## src/placeholder_unused.sv

```systemverilog
// empty compilation unit kept for folder listing
`timescale 1ns/100ps

```

## src/mvaf_pkg.sv

```systemverilog
// constants, register map and types of the measured-value ascii formatter
package mvaf_pkg;
    localparam logic [7:0] OFF_CTRL = 8'h00;
    localparam logic [7:0] OFF_LETTERS = 8'h04;
    localparam logic [7:0] OFF_FMT = 8'h08;
    localparam logic [7:0] OFF_STATUS = 8'h0c;
    localparam logic [7:0] OFF_VAL_BASE = 8'h10;
    localparam logic [7:0] OFF_VAL_END = 8'h28;
    localparam int VAL_SLOTS = 3;
    localparam int CTRL_MVO_EN = 0;
    localparam int CTRL_INCH = 1;
    localparam int CTRL_DIA = 2;
    localparam int CTRL_DTG = 3;
    localparam int CTRL_DMS = 4;
    localparam int CTRL_TAIL_LSB = 8;
    localparam int FMT_INT_LSB = 0;
    localparam int FMT_FRAC_LSB = 4;
    localparam int FMT_KIND_LSB = 8;
    localparam int VAL_NEG_BIT = 31;
    localparam int STAT_BUSY = 0;
    localparam int STAT_CNT_LSB = 8;
    localparam logic [31:0] CTRL_RST = 32'h0000_0000;
    localparam logic [31:0] LETTERS_RST = 32'h5958_5843;
    localparam logic [31:0] FMT_RST = 32'h0000_0044;
    localparam logic [3:0] INT_MAX_ROT = 4'h8;
    localparam logic [3:0] INT_MIN_PRB = 4'h2;
    localparam logic [3:0] INT_MAX_PRB = 4'h7;
    localparam logic [3:0] FRAC_MAX_ROT = 4'h4;
    localparam logic [3:0] FRAC_MAX_PRB = 4'h6;
    localparam logic [3:0] DMS_INT_MIN = 4'h3;
    localparam logic [3:0] DMS_MIN_DIGITS = 4'h2;
    localparam logic [7:0] CH_EQ = 8'h3d;
    localparam logic [7:0] CH_COLON = 8'h3a;
    localparam logic [7:0] CH_SP = 8'h20;
    localparam logic [7:0] CH_PLUS = 8'h2b;
    localparam logic [7:0] CH_MINUS = 8'h2d;
    localparam logic [7:0] CH_DOT = 8'h2e;
    localparam logic [7:0] CH_QUOTE = 8'h22;
    localparam logic [7:0] CH_CR = 8'h0d;
    localparam logic [7:0] CH_LF = 8'h0a;
    localparam logic [7:0] CH_CTRL_B = 8'h02;
    localparam logic [7:0] CH_ZERO = 8'h30;
    localparam logic [7:0] CH_LOWER = 8'h20;
    localparam logic [7:0] CH_UC_A = 8'h41;
    localparam logic [7:0] CH_UC_C = 8'h43;
    localparam logic [7:0] CH_UC_D = 8'h44;
    localparam logic [7:0] CH_UC_I = 8'h49;
    localparam logic [7:0] CH_UC_L = 8'h4c;
    localparam logic [7:0] CH_UC_R = 8'h52;
    localparam logic [7:0] CH_UC_S = 8'h53;
    localparam logic [7:0] CH_UC_T = 8'h54;
    localparam logic [7:0] CH_UC_W = 8'h57;

    typedef enum logic [1:0] {MVAF_K_EDGE, MVAF_K_CL, MVAF_K_CC, MVAF_K_ROT} mvaf_kind_t;
    typedef enum logic [3:0] {ST_IDLE, ST_LBL, ST_SIGN, ST_INT, ST_DOT, ST_FRAC, ST_SEP,
        ST_SUF0, ST_SUF1, ST_CR, ST_LF, ST_TAIL} mvaf_st_t;

    typedef struct packed {
        logic psel;
        logic penable;
        logic pwrite;
        logic [7:0] paddr;
        logic [31:0] pwdata;
    } mvaf_apb_req_t;

    typedef struct packed {
        logic [7:0] data;
        logic valid;
    } mvaf_char_t;

    typedef struct packed {
        logic [31:0] ctrl;
        logic [31:0] letters;
        logic [31:0] fmt;
        logic [VAL_SLOTS-1:0][31:0] vint;
        logic [VAL_SLOTS-1:0][31:0] vfrac;
        logic [31:0] prdata;
        logic pslverr;
        logic [1:0] ef_sync;
        logic [1:0] rs_sync;
        logic ef_d;
        logic rs_d;
        mvaf_st_t st;
        mvaf_kind_t kind;
        logic [1:0] line;
        logic [3:0] idx;
        logic sepd;
        logic [3:0] tail_left;
        logic [7:0] rec_cnt;
        mvaf_char_t tx;
    } mvaf_state_t;
endpackage : mvaf_pkg

```

## src/mvaf_formatter.sv

```systemverilog
// ascii record formatter for measured-value output with apb register access
`timescale 1ns/100ps
module mvaf_formatter #(
    parameter int TAIL_MAX = 9
) (
    input wire logic clk_i,
    input wire logic sys_rst_i,
    input wire mvaf_pkg::mvaf_apb_req_t apb_i,
    output logic [31:0] apb_prdata_o,
    output logic apb_pready_o,
    output logic apb_pslverr_o,
    input wire logic edge_sw_i,
    input wire logic remote_sw_i,
    input wire logic rx_valid_i,
    input wire logic [7:0] rx_data_i,
    output mvaf_pkg::mvaf_char_t tx_o,
    input wire logic tx_ready_i
);
    import mvaf_pkg::*;

    if (TAIL_MAX < 0 || TAIL_MAX > 15) begin : g_bad_tail
        $error("TAIL_MAX must fit a 4-bit field");
    end

    mvaf_state_t s;
    mvaf_state_t nx;
    logic [31:0] rd_v;
    logic addr_hit;
    logic wr_go;
    logic acc;
    logic edge_go;
    logic rem_go;
    logic rot;
    logic dms;
    logic [3:0] il;
    logic [3:0] fl;
    logic [3:0] tail;
    logic [1:0] slot;
    logic [1:0] nlines;
    logic unsigned_line;
    logic [3:0] nib;
    logic [7:0] cur_ch;

    function automatic logic [7:0] val_off(input int k, input int f);
        val_off = 8'(int'(OFF_VAL_BASE) + 8 * k + 4 * f);
    endfunction : val_off

    // label characters; the colon or equals sign closes every label
    function automatic logic [7:0] lbl_ch(input mvaf_kind_t k, input logic [1:0] ln,
                                          input logic [3:0] p, input logic [31:0] lt);
        logic [7:0] c;
        c = CH_COLON;
        unique case (k)
            MVAF_K_ROT: c = (p == 4'h0) ? lt[7:0] : CH_EQ;
            MVAF_K_EDGE: c = (p == 4'h0) ? lt[15:8] : ((p == 4'h3) ? CH_COLON : CH_SP);
            MVAF_K_CL:
            begin
                if (ln == 2'h0)
                begin
                    c = (p == 4'h0) ? CH_UC_C : ((p == 4'h1) ? CH_UC_L : lt[15:8]);
                end
                else
                begin
                    c = (p == 4'h0) ? CH_UC_D : ((p == 4'h1) ? CH_UC_S : CH_UC_T);
                end
            end
            MVAF_K_CC:
            begin
                if (ln == 2'h2)
                begin
                    c = (p == 4'h0) ? CH_UC_D : ((p == 4'h1) ? CH_UC_I : CH_UC_A);
                end
                else if (p == 4'h2)
                begin
                    c = (ln == 2'h0) ? lt[23:16] : lt[31:24];
                end
                else
                begin
                    c = CH_UC_C;
                end
            end
        endcase
        if (p == 4'h3)
        begin
            c = CH_COLON;
        end
        lbl_ch = c;
    endfunction : lbl_ch

    function automatic logic [3:0] clamp(input logic [3:0] v, input logic [3:0] lo,
                                         input logic [3:0] hi);
        clamp = (v < lo) ? lo : ((v > hi) ? hi : v);
    endfunction : clamp

    assign acc = s.tx.valid && tx_ready_i;
    assign wr_go = apb_i.psel && apb_i.penable && apb_i.pwrite;
    assign apb_pready_o = apb_i.psel && apb_i.penable;
    assign apb_pslverr_o = apb_pready_o && s.pslverr;
    assign apb_prdata_o = s.prdata;
    assign tx_o = s.tx;

    always_comb
    begin
        rot = (s.kind == MVAF_K_ROT);
        dms = rot && s.ctrl[CTRL_DMS];
        tail = s.ctrl[CTRL_TAIL_LSB +: 4];
        if (tail > 4'(TAIL_MAX))
        begin
            tail = 4'(TAIL_MAX);
        end
        if (dms)
        begin
            il = clamp(s.fmt[FMT_INT_LSB +: 4], DMS_INT_MIN, INT_MAX_ROT);
            fl = clamp({1'b0, s.fmt[FMT_FRAC_LSB +: 3]}, 4'h0, DMS_MIN_DIGITS + DMS_MIN_DIGITS);
        end
        else if (rot)
        begin
            il = clamp(s.fmt[FMT_INT_LSB +: 4], 4'h1, INT_MAX_ROT);
            fl = clamp({1'b0, s.fmt[FMT_FRAC_LSB +: 3]}, 4'h0, FRAC_MAX_ROT);
        end
        else
        begin
            il = clamp(s.fmt[FMT_INT_LSB +: 4], INT_MIN_PRB, INT_MAX_PRB);
            fl = clamp({1'b0, s.fmt[FMT_FRAC_LSB +: 3]}, 4'h1, FRAC_MAX_PRB);
        end
        slot = (s.kind == MVAF_K_CL || s.kind == MVAF_K_CC) ? s.line : 2'h0;
        nlines = (s.kind == MVAF_K_CC) ? 2'h3 : ((s.kind == MVAF_K_CL) ? 2'h2 : 2'h1);
        unsigned_line = (s.kind == MVAF_K_CL && s.line == 2'h1) ||
                        (s.kind == MVAF_K_CC && s.line == 2'h2);
        nib = 4'h0;
        if (s.st == ST_INT)
        begin
            nib = s.vint[slot][s.idx * 4 +: 4];
        end
        else if (s.st == ST_FRAC && s.idx < 4'h6)
        begin
            nib = s.vfrac[slot][(5 - int'(s.idx)) * 4 +: 4];
        end
        unique case (s.st)
            ST_IDLE: cur_ch = CH_SP;
            ST_LBL: cur_ch = lbl_ch(s.kind, s.line, s.idx, s.letters);
            ST_SIGN: cur_ch = unsigned_line ? CH_SP :
                              (s.vfrac[slot][VAL_NEG_BIT] ? CH_MINUS : CH_PLUS);
            ST_INT, ST_FRAC: cur_ch = CH_ZERO | {4'h0, nib};
            ST_DOT: cur_ch = dms ? CH_COLON : CH_DOT;
            ST_SEP: cur_ch = CH_COLON;
            ST_SUF0: cur_ch = (!rot && s.ctrl[CTRL_INCH]) ? CH_QUOTE : CH_SP;
            ST_SUF1: cur_ch = (rot ? CH_UC_W : (s.ctrl[CTRL_DIA] ? CH_UC_D : CH_UC_R)) |
                              (s.ctrl[CTRL_DTG] ? CH_LOWER : 8'h00);
            ST_CR, ST_TAIL: cur_ch = CH_CR;
            ST_LF: cur_ch = CH_LF;
            default: cur_ch = CH_SP;
        endcase
    end

    always_comb
    begin
        nx = s;
        addr_hit = (apb_i.paddr == OFF_CTRL) || (apb_i.paddr == OFF_LETTERS) ||
                   (apb_i.paddr == OFF_FMT) || (apb_i.paddr == OFF_STATUS) ||
                   (apb_i.paddr >= OFF_VAL_BASE && apb_i.paddr < OFF_VAL_END &&
                    apb_i.paddr[1:0] == 2'h0);
        rd_v = 32'h0000_0000;
        if (apb_i.paddr == OFF_CTRL) rd_v = s.ctrl;
        if (apb_i.paddr == OFF_LETTERS) rd_v = s.letters;
        if (apb_i.paddr == OFF_FMT) rd_v = s.fmt;
        if (apb_i.paddr == OFF_STATUS)
        begin
            rd_v[STAT_BUSY] = (s.st != ST_IDLE);
            rd_v[STAT_CNT_LSB +: 8] = s.rec_cnt;
        end
        for (int k = 0; k < VAL_SLOTS; k++)
        begin
            if (apb_i.paddr == val_off(k, 0)) rd_v = s.vint[k];
            if (apb_i.paddr == val_off(k, 1)) rd_v = s.vfrac[k];
        end
        if (apb_i.psel && !apb_i.penable)
        begin
            nx.prdata = rd_v;
            nx.pslverr = !addr_hit;
        end
        if (wr_go && addr_hit)
        begin
            if (apb_i.paddr == OFF_CTRL) nx.ctrl = apb_i.pwdata;
            if (apb_i.paddr == OFF_LETTERS) nx.letters = apb_i.pwdata;
            if (apb_i.paddr == OFF_FMT) nx.fmt = apb_i.pwdata;
            for (int k = 0; k < VAL_SLOTS; k++)
            begin
                if (apb_i.paddr == val_off(k, 0)) nx.vint[k] = apb_i.pwdata;
                if (apb_i.paddr == val_off(k, 1)) nx.vfrac[k] = apb_i.pwdata;
            end
        end

        nx.ef_sync = {s.ef_sync[0], edge_sw_i};
        nx.rs_sync = {s.rs_sync[0], remote_sw_i};
        nx.ef_d = s.ef_sync[1];
        nx.rs_d = s.rs_sync[1];
        edge_go = s.ef_sync[1] && !s.ef_d && s.ctrl[CTRL_MVO_EN];
        rem_go = (s.rs_sync[1] && !s.rs_d) || (rx_valid_i && rx_data_i == CH_CTRL_B);

        if (s.st == ST_IDLE)
        begin
            if (edge_go || rem_go)
            begin
                nx.st = ST_LBL;
                nx.idx = 4'h0;
                nx.line = 2'h0;
                nx.sepd = 1'b0;
                if (edge_go)
                begin
                    nx.kind = (s.fmt[FMT_KIND_LSB +: 2] == 2'h3) ? MVAF_K_EDGE :
                              mvaf_kind_t'(s.fmt[FMT_KIND_LSB +: 2]);
                end
                else
                begin
                    nx.kind = MVAF_K_ROT;
                end
            end
        end
        else if (!s.tx.valid)
        begin
            nx.tx.data = cur_ch;
            nx.tx.valid = 1'b1;
        end
        else if (acc)
        begin
            nx.tx.valid = 1'b0;
            unique case (s.st)
                ST_LBL:
                begin
                    nx.idx = s.idx + 4'h1;
                    if (s.idx == (rot ? 4'h1 : 4'h3)) nx.st = ST_SIGN;
                end
                ST_SIGN:
                begin
                    nx.st = ST_INT;
                    nx.idx = il - 4'h1;
                end
                ST_INT:
                begin
                    nx.idx = s.idx - 4'h1;
                    if (s.idx == 4'h0) nx.st = ST_DOT;
                end
                ST_DOT:
                begin
                    nx.idx = 4'h0;
                    nx.st = (fl == 4'h0) ? (dms ? ST_SEP : ST_SUF0) : ST_FRAC;
                end
                ST_FRAC:
                begin
                    nx.idx = s.idx + 4'h1;
                    if (dms && !s.sepd && (s.idx + 4'h1 == DMS_MIN_DIGITS || s.idx + 4'h1 >= fl))
                        nx.st = ST_SEP;
                    else if (s.idx + 4'h1 >= fl)
                        nx.st = ST_SUF0;
                end
                ST_SEP:
                begin
                    nx.sepd = 1'b1;
                    nx.st = (s.idx >= fl) ? ST_SUF0 : ST_FRAC;
                end
                ST_SUF0: nx.st = ST_SUF1;
                ST_SUF1: nx.st = ST_CR;
                ST_CR: nx.st = ST_LF;
                ST_LF:
                begin
                    if (s.line + 2'h1 < nlines)
                    begin
                        nx.line = s.line + 2'h1;
                        nx.idx = 4'h0;
                        nx.st = ST_LBL;
                    end
                    else if (tail != 4'h0)
                    begin
                        nx.tail_left = tail;
                        nx.st = ST_TAIL;
                    end
                    else
                    begin
                        nx.st = ST_IDLE;
                        nx.rec_cnt = s.rec_cnt + 8'h01;
                    end
                end
                ST_TAIL:
                begin
                    nx.tail_left = s.tail_left - 4'h1;
                    if (s.tail_left == 4'h1)
                    begin
                        nx.st = ST_IDLE;
                        nx.rec_cnt = s.rec_cnt + 8'h01;
                    end
                end
                default: nx.st = ST_IDLE;
            endcase
        end

        if (sys_rst_i)
        begin
            nx = '0;
            nx.ctrl = CTRL_RST;
            nx.letters = LETTERS_RST;
            nx.fmt = FMT_RST;
            nx.st = ST_IDLE;
            nx.kind = MVAF_K_EDGE;
        end
    end

    always_ff @(posedge clk_i)
    begin
        s <= nx;
    end
endmodule : mvaf_formatter

```

## config.mk

```make
export PLATFORM = sky130hd
export DESIGN_NAME = mvaf_formatter
export DESIGN_NICKNAME = d
export VERILOG_FILES = /design/src/placeholder_unused.sv /design/src/mvaf_pkg.sv /design/src/mvaf_formatter.sv
export SDC_FILE = /design/constraint.sdc
export NUM_CORES = 1
export LEC_CHECK = 0
export BUFFER_PORTS_ARGS = -buffer_cell sky130_fd_sc_hd__buf_4
export CAP_MARGIN = 5
export CORE_UTILIZATION = 62
export CTS_CLUSTER_SIZE = 40
export DETAILED_ROUTE_END_ITERATION = 6
export MAX_ROUTING_LAYER = met4
export PLACE_DENSITY = 0.85
export SYNTH_ARGS = -nofsm -noshare
export SYNTH_HDL_FRONTEND = slang
export SYNTH_SLANG_ARGS = --single-unit
```

## constraint.sdc

```tcl
create_clock -name clk_i -period 3.6 [get_ports clk_i]
set_input_delay 0.18 -clock clk_i [delete_from_list [all_inputs] [get_ports clk_i]]
set_output_delay 0.18 -clock clk_i [all_outputs]
set_load 0.01 [all_outputs]
```

==> summary.md <==
| Metric | Value |
|---|---|
| Synthesized area | 0.0197 mm2 |
| Outcome | completed |
| Clock Power Share | 0.465 |
| Total Neg Setup Slack | 0 ps |
| Clock-pin slew on the worst setup and hold paths | 60 ps |
| Routability cong. | 1.09 |
| Hold Path Depth | 2 |
| Internal Power | 6.77 mW |
| Die width | 180 um |
| First-pass DRT Iterations | 6 |
| Unrepaired setup endpoints after global routing | no |
| Maximum clock rate | 290 MHz |
| Worst hold margin | 7.98 ps |
| Ys flop type | dfxtp_1 |
| YS warnings | 0 |
| Fin. max-slew vios | 0 |
| Reg2reg path depth | 8 |
| Clock Tree Buf Depth | 3 |
| Top fanout value on the critical path | 15 |
| Final min period | 3450 ps |
| DIE AREA | 0.0325 mm2 |
| Power per standard cell area | 419 mW/mm2 |
| Root buf cell | clkbuf_16 |
| Number of global-route vias before repair | 19.1k |
| Wirelength per Cell | 25.5 um |
| Via count | 20.4k |
| Most frequent cells in the layout | 625 x nand2_1, 359 x dfxtp_1, 357 x a21oi_1, 254 x nor2_1, 179 x buf_4 |
| Share of the synthesized area in the top cell type | 0.367 |
| TritonCTS Buffers | 40 |
| Worst-case vdd ir drop | 0.398 mV |
| Post-synth EDFFs | 0 |
| WP data arrival | 3880 ps |
| R2R Path Start | s[29] |
| Crit. Startpoint | s[29] |
| CP Data Required Time | 4030 ps |
| Post-DP HPWL | 53.2 mm |
| Slowest cell delay on critical path | 750 ps |
| Drc violations | 0 |
| Final worst slack | 150 ps |
| Crit Path Class | flop to flop |
| Slew @ Worst Pin | 1170 ps |
| Via density | 6.72 |
| Sw frac | 0.260 |
| Mean Syn Cell Area | 7.48 um2 |
| NetSw | 2.37 mW |
| Reg2reg end | tx_o[1] |
| CTS sink count | 361 |
| Gate count of the mapped netlist | 2629 |
| Starting Density | 0.637 |
| Number of post-CTS setup repair buffers | 0 |
| Worst Clk Skew | 27.7 ps |
| Seq/Total Area, Yosys | 0.367 |
| Worst-Skew Late Latency | 570 ps |
| Slowest stage cell, crit path | ha_1 |
| Post-DRT Antenna Nets | 0 |
| Final setup viols | 0 |
| Antenna violations before repair | 3 |
| Pre-CTS setup slack | 360 ps |
| Core footprint | 0.0309 mm2 |
| FP Rows | 64 |
| Period utilization | 0.958 |
| Flops & latches, synth | 361 |
| Comb power frac | 0.090 |
| IO Port Bufs | 99 |
| Crit path launch type | flop |
| Filler cell count | 2565 |
| Leading area contributor after synthesis | dfxtp_1 |
| Synth unique cells | 89 |
| Total gr overflow | 0 |
| Min-delay worst type | input pin to flop |
| Syn Nets | 2713 |
| Ratio of cells with drive above 1 in the final layout | 0.128 |
| First-pass GRT wire length | 116 mm |
| Die Span Y | 180 um |
| Asr flop ratio synth | 0 |
| Max-cap violations | 0 |
| Syn-to-layout area delta | 11.0% |
| Synth area leaders | dfxtp_1 37%, nand2_1 12%, a21oi_1 9.1% |
| Hold path start | sys_rst_i |
| Final hold vios | 0 |
| Largest net degree at the start of global routing | 207 |
| Worst-path cell chain | inv_1, ha_1, and2_0, mux4_2, o31ai_1, o21ai_0, a31oi_1, o211ai_1 |
| Resized cells post-CTS | 0 |
| First DRT Iteration DRCs | 3184 |
| Relative slew slack | 0.218 |
| Post-cts hold buffer count | 34 |
| Routed WL | 77.4 mm |
| Part of the power in registers | 0.445 |
| R2R Setup Slk | 150 ps |
| Most common cell after layout, fill and taps aside | nand2_1 |
| H-tree levels | 2 |
| Pleak | 7.70 nW |
| All-Layer GR Usage | 0.483 |
| Layout Nets | 2688 |
| I/O pin total | 100 |
| Critical Path Sink Type | flop |
| Worst hold endpoint | s[24] |
| TritonCTS clock tree | built |
## worst max-delay path: cells and delay by family, from the launching register on
family | cells | cell delay (ps)
buffers and inverters | 1 | 80
DFF | 1 | 380
and+or+nand+nor | 1 | 670
AOI/OAI and AO/OA | 4 | 1030
muxes | 1 | 400
adders and majority gates | 1 | 750
## area by class of cell
type,count,area (um2),area share
clock buffer,55,1160,0.0530
multi-input combinational,1935,10800,0.496
antenna,3,7.51,0.000344
sequential,361,7230,0.331
timing repair buffer,216,1740,0.0797
tap,396,495,0.0227
clock inverter,16,190,0.00871
inverter,50,188,0.00860
## registers in the layout, indices dropped and copies added (netlist names)
name,cells
s,320
apb_prdata_o,32
tx_o,9
## kinds of logic after synthesis
logic type,share of synthesized area
muxes,0.0687
AOI/OAI and AO/OA,0.218
and+or+nand+nor,0.240
adders and majority gates,0.0177
xor gates and xnor gates,0.00445
buffers and inverters,0.0831
DFF,0.367
## power by group through the flow
stage | clock network, mW | logic, mW | registers [mW]
6_report | 4.25 | 0.823 | 4.07
3_5_place_dp | 0 | 0.755 | 4.15
3_3_place_gp | 0 | 0.752 | 4.15
5_1_grt | 4.41 | 0.857 | 4.07
2_1_floorplan | 0 | 0.498 | 4.13
4_1_cts | 4.24 | 0.788 | 4.06
## how the worst max path moves through the flow
stage	to	slack (ps)	cells past startpoint
final	tx_o[1]	150	8
after global routing	tx_o[1]	230	8
after CTS	tx_o[1]	360	8
after detailed placement	tx_o[1]	360	8
after global placement	tx_o[1]	410	8
after floorplan	s[32]	500	15
## stage by stage
step	total power, mW	instance area [um2]	std cells	util
after floorplan	4.62	19700	2629	-
after global placement	4.90	20100	2924	0.652
after detailed placement	4.91	20100	2924	0.652
after CTS	9.09	21800	3029	0.706
after global routing	9.33	21800	3032	0.706
final	9.14	21800	3032	0.706
## synth_stat cells (25+ instances only)
cell type  number
nand2_1       625
o21ai_0        92
nor2b_1        30
a21oi_1       357
buf_2          55
clkbuf_1      143
mux2_2         27
o211ai_1       26
buf_4          60
ha_1           27
o32ai_1        26
nor3_1         25
dfxtp_1       361
nor2_1        254
inv_1          48
mux2i_1        71
## per-layer routing
layer,share of wire,GRT usage,vias up
met5,0,-,-
met4,0.081,0.336,0
met3,0.12,0.102,394
met2,0.44,0.748,1516
met1,0.35,0.561,9475
li1,-,-,8976
No activity file was read; power rests on OpenSTA's default activity.
